===== src/ubc_pkg.sv =====
// Shared constants and types for the serial port data buffer and baud clock.
// Assumes a single core clock domain with one asynchronous active-high reset.
//
// Operation
// - One buffer address reaches two stores: transmit shifter on write, receive latch on read.
// - A written byte goes into the transmit shifter and stays there for serial output.
// - Every byte write to the buffer starts a transmission with no other command.
// - A buffer read returns the receive latch, never the byte waiting to go out.
// - Clock select clear: prescale 00 divides by 12, 01 by 4, 10 by 48.
// - Clock select set: baud timer runs on undivided core clock, prescale ignored.
package ubc_pkg;

	// ****************************************************************
	// Register map
	// ****************************************************************
	localparam logic [7:0] UBC_BUF_ADDR = 8'h99;
	localparam logic [7:0] UBC_BUF_RESET = 8'h00;

	// ****************************************************************
	// Prescale encodings and divisors
	// ****************************************************************
	localparam logic [1:0] UBC_PRE_DIV12 = 2'h0;
	localparam logic [1:0] UBC_PRE_DIV4 = 2'h1;
	localparam logic [1:0] UBC_PRE_DIV48 = 2'h2;
	localparam logic [5:0] UBC_DIV12 = 6'h0C;
	localparam logic [5:0] UBC_DIV4 = 6'h04;
	localparam logic [5:0] UBC_DIV48 = 6'h30;
	localparam logic [5:0] UBC_DIV1 = 6'h01;
	localparam logic [7:0] UBC_TIMER_TOP = 8'hFF;

	// ****************************************************************
	// Frame layout
	// ****************************************************************
	localparam logic [3:0] UBC_FRAME_BITS = 4'hA;
	localparam logic [2:0] UBC_LAST_DATA_BIT = 3'h7;

	typedef struct packed {
		logic [7:0] addr;
		logic wr;
		logic rd;
		logic [7:0] wdata;
	} ubc_sfr_req_t;

	typedef enum logic [1:0] {
		UBC_RX_IDLE,
		UBC_RX_START,
		UBC_RX_DATA,
		UBC_RX_STOP
	} ubc_rx_state_t;

endpackage


===== src/ubc_uart0_buffer.sv =====
// Shared data buffer of the serial port: transmit shifter, receive latch, line logic.
// Assumes the special-function bus is synchronous to ref_clk_i and that
// prescale, clock select and reload come from registers on the same clock.
`timescale 1ns/1ps

module ubc_uart0_buffer
	import ubc_pkg::*;
(
	input wire logic ref_clk_i,
	input wire logic rst_i,
	input wire ubc_sfr_req_t sfr_req_i,
	output logic [7:0] sfr_rdata_o,
	input wire logic [1:0] timer_prescale_select_i,
	input wire logic baud_timer_clock_select_i,
	input wire logic [7:0] baud_reload_i,
	input wire logic rx_i,
	output logic tx_o,
	output logic tx_busy_o,
	output logic rx_valid_o
);

	// ****************************************************************
	// Baud clock
	// ****************************************************************
	logic ovf;
	logic bit_tick;

	ubc_baud_gen u_baud (
		.ref_clk_i(ref_clk_i),
		.rst_i(rst_i),
		.timer_prescale_select_i(timer_prescale_select_i),
		.baud_timer_clock_select_i(baud_timer_clock_select_i),
		.reload_i(baud_reload_i),
		.ovf_o(ovf),
		.bit_tick_o(bit_tick)
	);

	// ****************************************************************
	// Buffer decode
	// ****************************************************************
	wire buf_hit = (sfr_req_i.addr == UBC_BUF_ADDR);
	wire wr_hit = buf_hit & sfr_req_i.wr;
	wire rd_hit = buf_hit & sfr_req_i.rd;

	logic [7:0] rdata_ff;
	logic [7:0] rx_latch_ff;

	// Reads see only the receive latch; the transmit byte has no read path.
	always_ff @(posedge ref_clk_i or posedge rst_i) begin
		if (rst_i) begin
			rdata_ff <= UBC_BUF_RESET;
		end else if (rd_hit) begin
			rdata_ff <= rx_latch_ff;
		end
	end

	assign sfr_rdata_o = rdata_ff;

	// ****************************************************************
	// Transmitter
	// ****************************************************************
	logic [9:0] tx_shift_ff;
	logic [3:0] tx_cnt_ff;
	logic tx_busy_ff;
	logic tx_ff;
	wire tx_step = bit_tick & tx_busy_ff & (tx_cnt_ff != 4'h0);
	wire tx_end = bit_tick & tx_busy_ff & (tx_cnt_ff == 4'h0);

	// A write during a frame restarts it; software is expected to wait for idle.
	always_ff @(posedge ref_clk_i or posedge rst_i) begin
		if (rst_i) begin
			tx_shift_ff <= 10'h3FF;
			tx_cnt_ff <= 4'h0;
			tx_busy_ff <= 1'b0;
			tx_ff <= 1'b1;
		end else if (wr_hit) begin
			tx_shift_ff <= {1'b1, sfr_req_i.wdata, 1'b0};
			tx_cnt_ff <= UBC_FRAME_BITS;
			tx_busy_ff <= 1'b1;
		end else if (tx_step) begin
			tx_ff <= tx_shift_ff[0];
			tx_shift_ff <= {1'b1, tx_shift_ff[9:1]};
			tx_cnt_ff <= tx_cnt_ff - 4'h1;
		end else if (tx_end) begin
			tx_busy_ff <= 1'b0;
		end
	end

	assign tx_o = tx_ff;
	assign tx_busy_o = tx_busy_ff;

	// ****************************************************************
	// Receiver
	// ****************************************************************
	logic rx_meta_ff;
	logic rx_sync_ff;
	ubc_rx_state_t rx_state_ff;
	ubc_rx_state_t nxt_rx_state;
	logic [7:0] rx_shift_ff;
	logic [2:0] rx_cnt_ff;
	logic rx_half_ff;
	logic rx_valid_ff;

	// Start detection is only as fine as one timer overflow, half a bit.
	wire rx_sample = ovf & rx_half_ff;
	wire rx_accept = (rx_state_ff == UBC_RX_STOP) & rx_sample & rx_sync_ff;
	logic rx_prev_ff;
	// Arm only on a falling edge, so a line left low by a bad stop bit is no new start.
	wire rx_fall = rx_prev_ff & ~rx_sync_ff;

	always_comb begin
		nxt_rx_state = rx_state_ff;
		case (rx_state_ff)
			UBC_RX_IDLE: begin
				if (rx_fall) begin
					nxt_rx_state = UBC_RX_START;
				end
			end
			UBC_RX_START: begin
				if (ovf) begin
					nxt_rx_state = rx_sync_ff ? UBC_RX_IDLE : UBC_RX_DATA;
				end
			end
			UBC_RX_DATA: begin
				if (rx_sample && rx_cnt_ff == UBC_LAST_DATA_BIT) begin
					nxt_rx_state = UBC_RX_STOP;
				end
			end
			UBC_RX_STOP: begin
				if (rx_sample) begin
					nxt_rx_state = UBC_RX_IDLE;
				end
			end
			default: nxt_rx_state = UBC_RX_IDLE;
		endcase
	end

	always_ff @(posedge ref_clk_i or posedge rst_i) begin
		if (rst_i) begin
			rx_meta_ff <= 1'b1;
			rx_sync_ff <= 1'b1;
			rx_prev_ff <= 1'b1;
			rx_state_ff <= UBC_RX_IDLE;
			rx_shift_ff <= 8'h00;
			rx_cnt_ff <= 3'h0;
			rx_half_ff <= 1'b0;
			rx_valid_ff <= 1'b0;
			rx_latch_ff <= UBC_BUF_RESET;
		end else begin
			rx_meta_ff <= rx_i;
			rx_sync_ff <= rx_meta_ff;
			rx_prev_ff <= rx_sync_ff;
			rx_state_ff <= nxt_rx_state;
			rx_valid_ff <= rx_accept;
			if (rx_state_ff == UBC_RX_START) begin
				rx_half_ff <= 1'b0;
				rx_cnt_ff <= 3'h0;
			end else if (ovf) begin
				rx_half_ff <= ~rx_half_ff;
			end
			if (rx_state_ff == UBC_RX_DATA && rx_sample) begin
				rx_shift_ff <= {rx_sync_ff, rx_shift_ff[7:1]};
				rx_cnt_ff <= rx_cnt_ff + 3'h1;
			end
			if (rx_accept) begin
				rx_latch_ff <= rx_shift_ff;
			end
		end
	end

	assign rx_valid_o = rx_valid_ff;
endmodule


===== src/ubc_baud_gen.sv =====
// Baud timer with prescaler; gives the overflow pulse and the bit pulse.
// Assumes the clock select, prescale and reload inputs come from core-clock logic.
`timescale 1ns/1ps

module ubc_baud_gen
	import ubc_pkg::*;
(
	input wire logic ref_clk_i,
	input wire logic rst_i,
	input wire logic [1:0] timer_prescale_select_i,
	input wire logic baud_timer_clock_select_i,
	input wire logic [7:0] reload_i,
	output logic ovf_o,
	output logic bit_tick_o
);

	// ****************************************************************
	// Prescaler
	// ****************************************************************
	function automatic logic [5:0] div_of(input logic [1:0] sel);
		case (sel)
			UBC_PRE_DIV12: div_of = UBC_DIV12;
			UBC_PRE_DIV4: div_of = UBC_DIV4;
			UBC_PRE_DIV48: div_of = UBC_DIV48;
			default: div_of = UBC_DIV1;
		endcase
	endfunction

	logic [5:0] pre_cnt_ff;
	logic [7:0] timer_ff;
	logic ovf_ff;
	logic phase_ff;
	logic bit_tick_ff;
	wire [5:0] div_sel = div_of(timer_prescale_select_i);
	// Compare with >= so a divisor change mid-count cannot stall the prescaler.
	wire pre_tick = (pre_cnt_ff >= (div_sel - 6'h01));
	wire advance = baud_timer_clock_select_i | pre_tick;
	wire at_top = (timer_ff == UBC_TIMER_TOP);
	wire [5:0] nxt_pre_cnt = pre_tick ? 6'h00 : pre_cnt_ff + 6'h01;
	wire [7:0] nxt_timer = at_top ? reload_i : timer_ff + 8'h01;

	always_ff @(posedge ref_clk_i or posedge rst_i) begin
		if (rst_i) begin
			pre_cnt_ff <= 6'h00;
			timer_ff <= 8'h00;
			ovf_ff <= 1'b0;
			phase_ff <= 1'b0;
			bit_tick_ff <= 1'b0;
		end else begin
			pre_cnt_ff <= nxt_pre_cnt;
			if (advance) begin
				timer_ff <= nxt_timer;
			end
			ovf_ff <= advance & at_top;
			if (ovf_ff) begin
				phase_ff <= ~phase_ff;
			end
			bit_tick_ff <= ovf_ff & phase_ff;
		end
	end

	assign ovf_o = ovf_ff;
	assign bit_tick_o = bit_tick_ff;

	// ****************************************************************
	// Checks
	// ****************************************************************
	wire cfg_div4 = ~baud_timer_clock_select_i & (timer_prescale_select_i == UBC_PRE_DIV4);
endmodule


===== config.mk =====
export PLATFORM = sky130hd
export DESIGN_NAME = ubc_uart0_buffer
export DESIGN_NICKNAME = d
export VERILOG_FILES = /design/src/ubc_pkg.sv /design/src/ubc_uart0_buffer.sv /design/src/ubc_baud_gen.sv
export SDC_FILE = /design/constraint.sdc
export NUM_CORES = 1
export LEC_CHECK = 0
export BUFFER_PORTS_ARGS = -buffer_cell sky130_fd_sc_hd__buf_2
export CAP_MARGIN = 10
export CELL_PAD_IN_SITES_DETAIL_PLACEMENT = 0
export CELL_PAD_IN_SITES_GLOBAL_PLACEMENT = 1
export CORE_MARGIN = 2
export CORE_UTILIZATION = 41
export CTS_CLUSTER_SIZE = 25
export DETAILED_ROUTE_END_ITERATION = 7
export PLACE_DENSITY = 0.84
export SLEW_MARGIN = 20
export SYNTH_ARGS = -nofsm -noshare
export SYNTH_HDL_FRONTEND = slang
export SYNTH_HIERARCHICAL = 1
export SYNTH_SLANG_ARGS = --single-unit

===== constraint.sdc =====
create_clock -name ref_clk_i -period 1.7 [get_ports ref_clk_i]
set_input_delay 0.085 -clock ref_clk_i [delete_from_list [all_inputs] [get_ports ref_clk_i]]
set_output_delay 0.085 -clock ref_clk_i [all_outputs]
set_load 0.02 [all_outputs]

Word level (Yosys, flattened, before mapping)
Index checks and enable logic that the tools add are counted.
- bits in latches: 0
- memories kept: 0
- input port bits: 32
- word-level logic and storage cells: 87
- memory bits (writable): 0
- bits in registers: 67
- bits in read-only memories: 0
- magnitude comparators: 1
- bitwise operators: 16
- mux-type cells: 20
- shift-type cells: 0
- div/mod/pow operators: 0
- equal/unequal tests: 13
- reduce and logical (&&, ||, !) cells: 13
- $mul: 0
- $add $sub $neg: 5
- operator list (cell ; number):
    10-bit 2-to-1 mux ; 2
    6-bit case mux with 3 select lines ; 1
    8-bit == test (second input constant) ; 2
    1-bit bitwise AND ; 11
    2-bit 2-to-1 mux ; 5
    8-bit by 1-bit adder with 8-bit output (second input constant) ; 1
    4-bit 2-to-1 mux ; 2
    8-bit 2-to-1 mux ; 1
    2-bit != test (second input constant) ; 4
    2-bit case mux with 4 select lines ; 1
    2-bit nonzero test ; 4
    6-bit by 1-bit adder with 6-bit output (second input constant) ; 1
    2-bit == test (second input constant) ; 3
    6-bit greater-or-equal comparator ; 1
    3-bit 2-to-1 mux ; 2
    6-bit 2-to-1 mux ; 1
    6-bit by 1-bit subtractor with 6-bit output (second input constant) ; 1
    1-bit 2-to-1 mux ; 5
    2-bit by 1-bit == test with 1-bit output (second input constant) ; 2
    2-bit logical NOT ; 2
    4-bit logical NOT ; 1
    1-bit inverter ; 4
    2-bit AND reduction ; 2
    4-bit AND reduction ; 1
    other kinds (7) ; 8

Longest topological paths before layout
- word-level depth: 6
- mapped depth: 8
- mapped depth without buffers: 7

Hierarchy
The synthesis kept the hierarchy.
- by module, submodules not included (module ; cells each ; instances ; area each (um^2) ; seq. area each (um^2)):
    ubc_uart0_buffer ; 178 ; 1 ; 2168.3 ; 1242.4
    ubc_baud_gen ; 100 ; 1 ; 972.2 ; 425.4

Worst setup path before layout
OpenSTA, ideal clock, no wires.
- kind: reg-to-reg
- start point: register u_baud.pre_cnt_ff[3]
- end point: register u_baud.timer_ff[6]
- setup time: 125 ps
- path slack: -1 ps
- arrival time: 1576 ps
- cell stages (with the launch flop): 7
- buffers on the path: 0
- required time: 1575 ps
- cells stage by stage: dfrtp_1 > ha_1 > a21oi_1 > o211ai_1 > o21bai_2 > nand4_1 > mux2_2
- cells in the longest elaborated chain, start to end: 2
- ends and longest elaborated chain (element ; line ; text):
    from (decl) ; ubc_baud_gen.sv:29 ; logic [5:0] pre_cnt_ff;
    from (signal assigned) ; ubc_baud_gen.sv:50 ; pre_cnt_ff <= nxt_pre_cnt;
    6-bit greater-or-equal comparator ; ubc_baud_gen.sv:36 ; wire pre_tick = (pre_cnt_ff >= (div_sel - 6'h01));
    1-bit bitwise OR ; ubc_baud_gen.sv:37 ; wire advance = baud_timer_clock_select_i | pre_tick;
    to (signal assigned) ; ubc_baud_gen.sv:52 ; timer_ff <= nxt_timer;
    to (decl) ; ubc_baud_gen.sv:30 ; logic [7:0] timer_ff;
Every way passes these cells.
A chain may end at the register's enable or synchronous reset.

Worst setup path after layout
- start point: register u_baud.pre_cnt_ff[2]
- end point: register u_baud.timer_ff[6]
Same word-level chain as after synthesis.

==> impl_metrics.csv <==
group,metric,value,unit
status,status,"finished with violations",
status,violations,"negative setup slack",
synth,yosysMostFrequentCell,"dfrtp_1",
setup_path,required,1.92,ns
sta,setup_slack,-0.0271,ns
setup_path,crit_path_start_kind,"flop",
global_route,grt_pass1_wl,10200,microns
setup_path,slowest_delay,0.41,ns
die,initial_core_util,42.8,%
hold_path,hp-class,"in2reg",
die,num_rows,31,
sta,setup_viol,1,
drt,drt-initial-drc-count,73,
setup_path,crit_path_start,"u_baud/pre_cnt_ff[2]$_DFF_PP0_",
synth,synth_cells,278,
setup_path,reg2regPathDepth,6,
synth,syn_area_per_cell,11.3,sq um
die,die_x,91.5,microns
clock_network,root_buffer,"clkbuf_8",
synth,synth_seq_cells,66,
die,die_y,91.5,microns
setup_path,cpMaxStageDelayCell,"dfrtp_1",
run,cap_violations,0,
place,globalplace.congestion,0.781,
power,switchingPower,1.33,mW
drt,vias_per_cell,5.21,
final_layout,antenna_cells,0,
setup_path,path_cells,"ha_1 > a21oi_2 > o211ai_1 > o21bai_4 > nand4_1 > mux2_2",
power,combPwrFrac,25.6,%
sta,fmax,579,MHz
global_route,grt_max_degree,29,
drt,wl,6090,microns
clock_network,numCtsBuffers,9,
setup_path,r2r_start,"u_baud/pre_cnt_ff[2]$_DFF_PP0_",
sta,final.period_utilization,102,%
drt,route.met3.wl,300,microns
clock_network,cts.path.max_buffers,2,
synth,synth_commonest_cells,"53 x dfrtp_1, 25 x mux2_2, 20 x o21ai_0, 19 x nand3_1, 18 x inv_1",
global_route,grt-ovfl-total,0,
clock_network,cts.htree.levels,3,
clock_network,clock-sinks,66,
drt,routed-wl-met2,2990,microns
synth,synth_area,0.00314,sq mm
sta,rsz0062_at_grt,"true",
global_route,grt_pass1_vias,2281,
sta,slew_violations,0,
setup_path,cp.depth,6,
power,swShare,31.9,%
synth,yosys_most_used_dff,"dfrtp_1",
drt,top_layer,"met4",
power,p_int,2.84,mW
die,die_area,0.00838,sq mm
sta,clock_skew,0.0160,ns
global_route,grt_util_all_layers,15.2,%
setup_path,crit_path_end_kind,"flop",
sta,maxSlewHeadroom,54.8,%
synth,async_reset_ff_share,100,%
sta,period_needed,1.73,ns
setup_path,cp_num_buf_inv,0,
place,io_buffers,42,
drt,drcViolationCount,0,
synth,yosys.area.top_type,"dfrtp_1",
power,p_per_area,1080,mW/mm^2
die,pin_count,43,
final_layout,final_nets,384,
final_layout,nFillCells,656,
place,dp_hpwl,4150,microns
hold_path,hold_start,"baud_reload_i[4]",
setup_path,arrival,1.95,ns
setup_path,path_class,"reg2reg",
drt,wl_met1,2730,microns
power,irDropWorstVdd,0.533,mV
drt,antenna_left,0,
setup_path,crit_family,"compound AO/OA/AOI/OAI gates",
drt,post_drt_wl_per_cell,13.7,microns
power,p_clk_share,27.8,%
sta,hold_violations,0,
drt,dr.pass1.iters,4,
sta,worstMarginPinSlew,0.677,ns
synth,synth_edf_count,0,
final_layout,area_delta_synth_final,23.5,%
sta,setup_tns,-0.0271,ns
synth,yosysTopAreaCellShare,42.2,%
final_layout,drive_gt1_share,38.3,%
setup_path,critical_path.max_fanout,3,
synth,yosys_warnings,6,
die,fp.coreArea,0.00733,sq mm
synth,ys_seq_area_share,53.1,%
power,seqPwrFrac,46.7,%
clock_network,worstSkewPairLatency,0.34,ns
clock_network,clk_pin_slew,0.07,ns
global_route,antenna_found_initial,0,
synth,synth_nets,322,
synth,ys_types,50,
synth,synthTopCellsByArea,"dfrtp_1 42%, dfstp_2 11%, mux2_2 9.0%",
power,leakage,1.90,nW
hold_path,whs_path_depth,3,
drt,vias,2314,
clock_network,cts_tree,"built",
place,pre_cts_ws,-0.101,ns
==> layout by cell type (no fill, tap or decap), types with 3 or more instances in the layout <==
master | synthesis | layout
a21oi_1 | 12 | 9
a22o_1 | 3 | 3
a31oi_1 | 10 | 10
and2_1 | 4 | 4
and3_1 | 3 | 3
buf_2 | 5 | 43
buf_4 | 0 | 11
clkbuf_8 | 0 | 9
clkinvlp_4 | 0 | 3
dfrtp_1 | 53 | 53
dfstp_2 | 13 | 13
dlygate4sd3_1 | 0 | 5
ha_1 | 12 | 9
ha_4 | 0 | 3
inv_1 | 18 | 17
mux2_2 | 25 | 25
mux2i_1 | 3 | 3
nand2_1 | 13 | 12
nand2b_1 | 4 | 3
nand3_1 | 19 | 19
nand4_1 | 4 | 4
nor2_1 | 8 | 8
nor4_1 | 7 | 7
o21ai_0 | 20 | 19
xor2_1 | 4 | 4
==> per-stage QoR <==
| stage | std cells | instance area, sq um | hold WS, ns | util, % | total power [mW] |
|---|---|---|---|---|---|
| after floorplan | 278 | 3140 | 0.0111 | - | 2.52 |
| after detailed placement | 420 | 3530 | 0.159 | 48.1 | 2.82 |
| after CTS | 441 | 3780 | 0.0373 | 51.5 | 4.03 |
| after global placement | 420 | 3530 | 0.158 | 48.1 | 2.79 |
| final | 444 | 3880 | 0.0462 | 52.9 | 4.18 |
| after global routing | 444 | 3880 | 0.0373 | 52.9 | 4.44 |
==> cell families after synthesis <==
family / count (synthesis) / synth area share (%)
compound gates: 56 / 10.8
xor+xnor: 6 / 1.67
fa+ha+maj: 12 / 4.78
buf+inv: 29 / 3.90
flops: 66 / 53.1
mux: 28 / 9.92
other cells: 1 / 0.119
simple gates: 80 / 15.7
==> per-layer routing <==
metal  vias up  GRT usage, %
met5         -             0
li1       1130             -
met4         0          6.06
met2        48          24.0
met1      1131          19.5
met3         5          4.56
==> power groups by stage <==
stage / combinational [mW] / sequential [mW] / clock, mW
after floorplan: 0.592 / 1.93 / 0
after global placement: 0.836 / 1.95 / 0
after detailed placement: 0.870 / 1.95 / 0
after CTS: 0.901 / 1.93 / 1.20
after global routing: 1.20 / 1.97 / 1.27
final: 1.07 / 1.95 / 1.16
==> worst paths after layout <==
| path | endpoint | slack (ns) |
|---|---|---|
| max | u_baud/timer_ff[6]$_DFFE_PP0P_ | -0.03 |
| min | u_baud/timer_ff[4]$_DFFE_PP0P_ | 0.05 |
| max reg2reg | u_baud/timer_ff[6]$_DFFE_PP0P_ | -0.03 |
| min reg2reg | rx_sync_ff$_DFF_PP1_ | 0.36 |
| max in group asynchronous | tx_shift_ff[2]$_DFFE_PP1P_ | 0.77 |
| min in group asynchronous | rx_latch_ff[5]$_DFFE_PP0P_ | 0.33 |
==> registers in the layout (all words and copies together) (netlist names), named ones only <==
register           count
tx_shift_ff            9
rx_latch_ff            8
rx_shift_ff            8
sfr_rdata_o            8
u_baud/timer_ff        8
u_baud/pre_cnt_ff      6
tx_cnt_ff              4
rx_cnt_ff              3
rx_half_ff             1
rx_meta_ff             1
rx_prev_ff             1
rx_state_ff            1
rx_sync_ff             1
rx_valid_o             1
tx_busy_o              1
tx_o                   1
u_baud/bit_tick_o      1
u_baud/ovf_o           1
u_baud/phase_ff        1
==> timing repair <==
action / CTS / global route
pin swaps: 1 / 5
endpoints found under the hold margin: 38 / 0
hold buffers: 5 / 0
gates cloned: 0 / 1
resized for setup: 4 / 13
endpoints found under the setup margin: 9 / 22
buffers inserted: 0 / 2
==> tightest hold or removal path: stages <==
cell	delay, ns
buf_2	0.07
a21oi_1	0.05
mux2i_1	0.12
==> layout make-up <==
type                            instances  area [sq um]  share of cell area [%]
Timing Repair Buffer                   62           390                    10.1
Multi-Input combinational cell        183          1450                    37.4
Inverter                               18          67.6                    1.74
Sequential cell                        66          1670                    43.0
Clock buffer                            9           124                    3.19
Tap cell                               99           124                    3.19
Clock inverter                          7          53.8                    1.39
(Power assumes the default switching activity.)
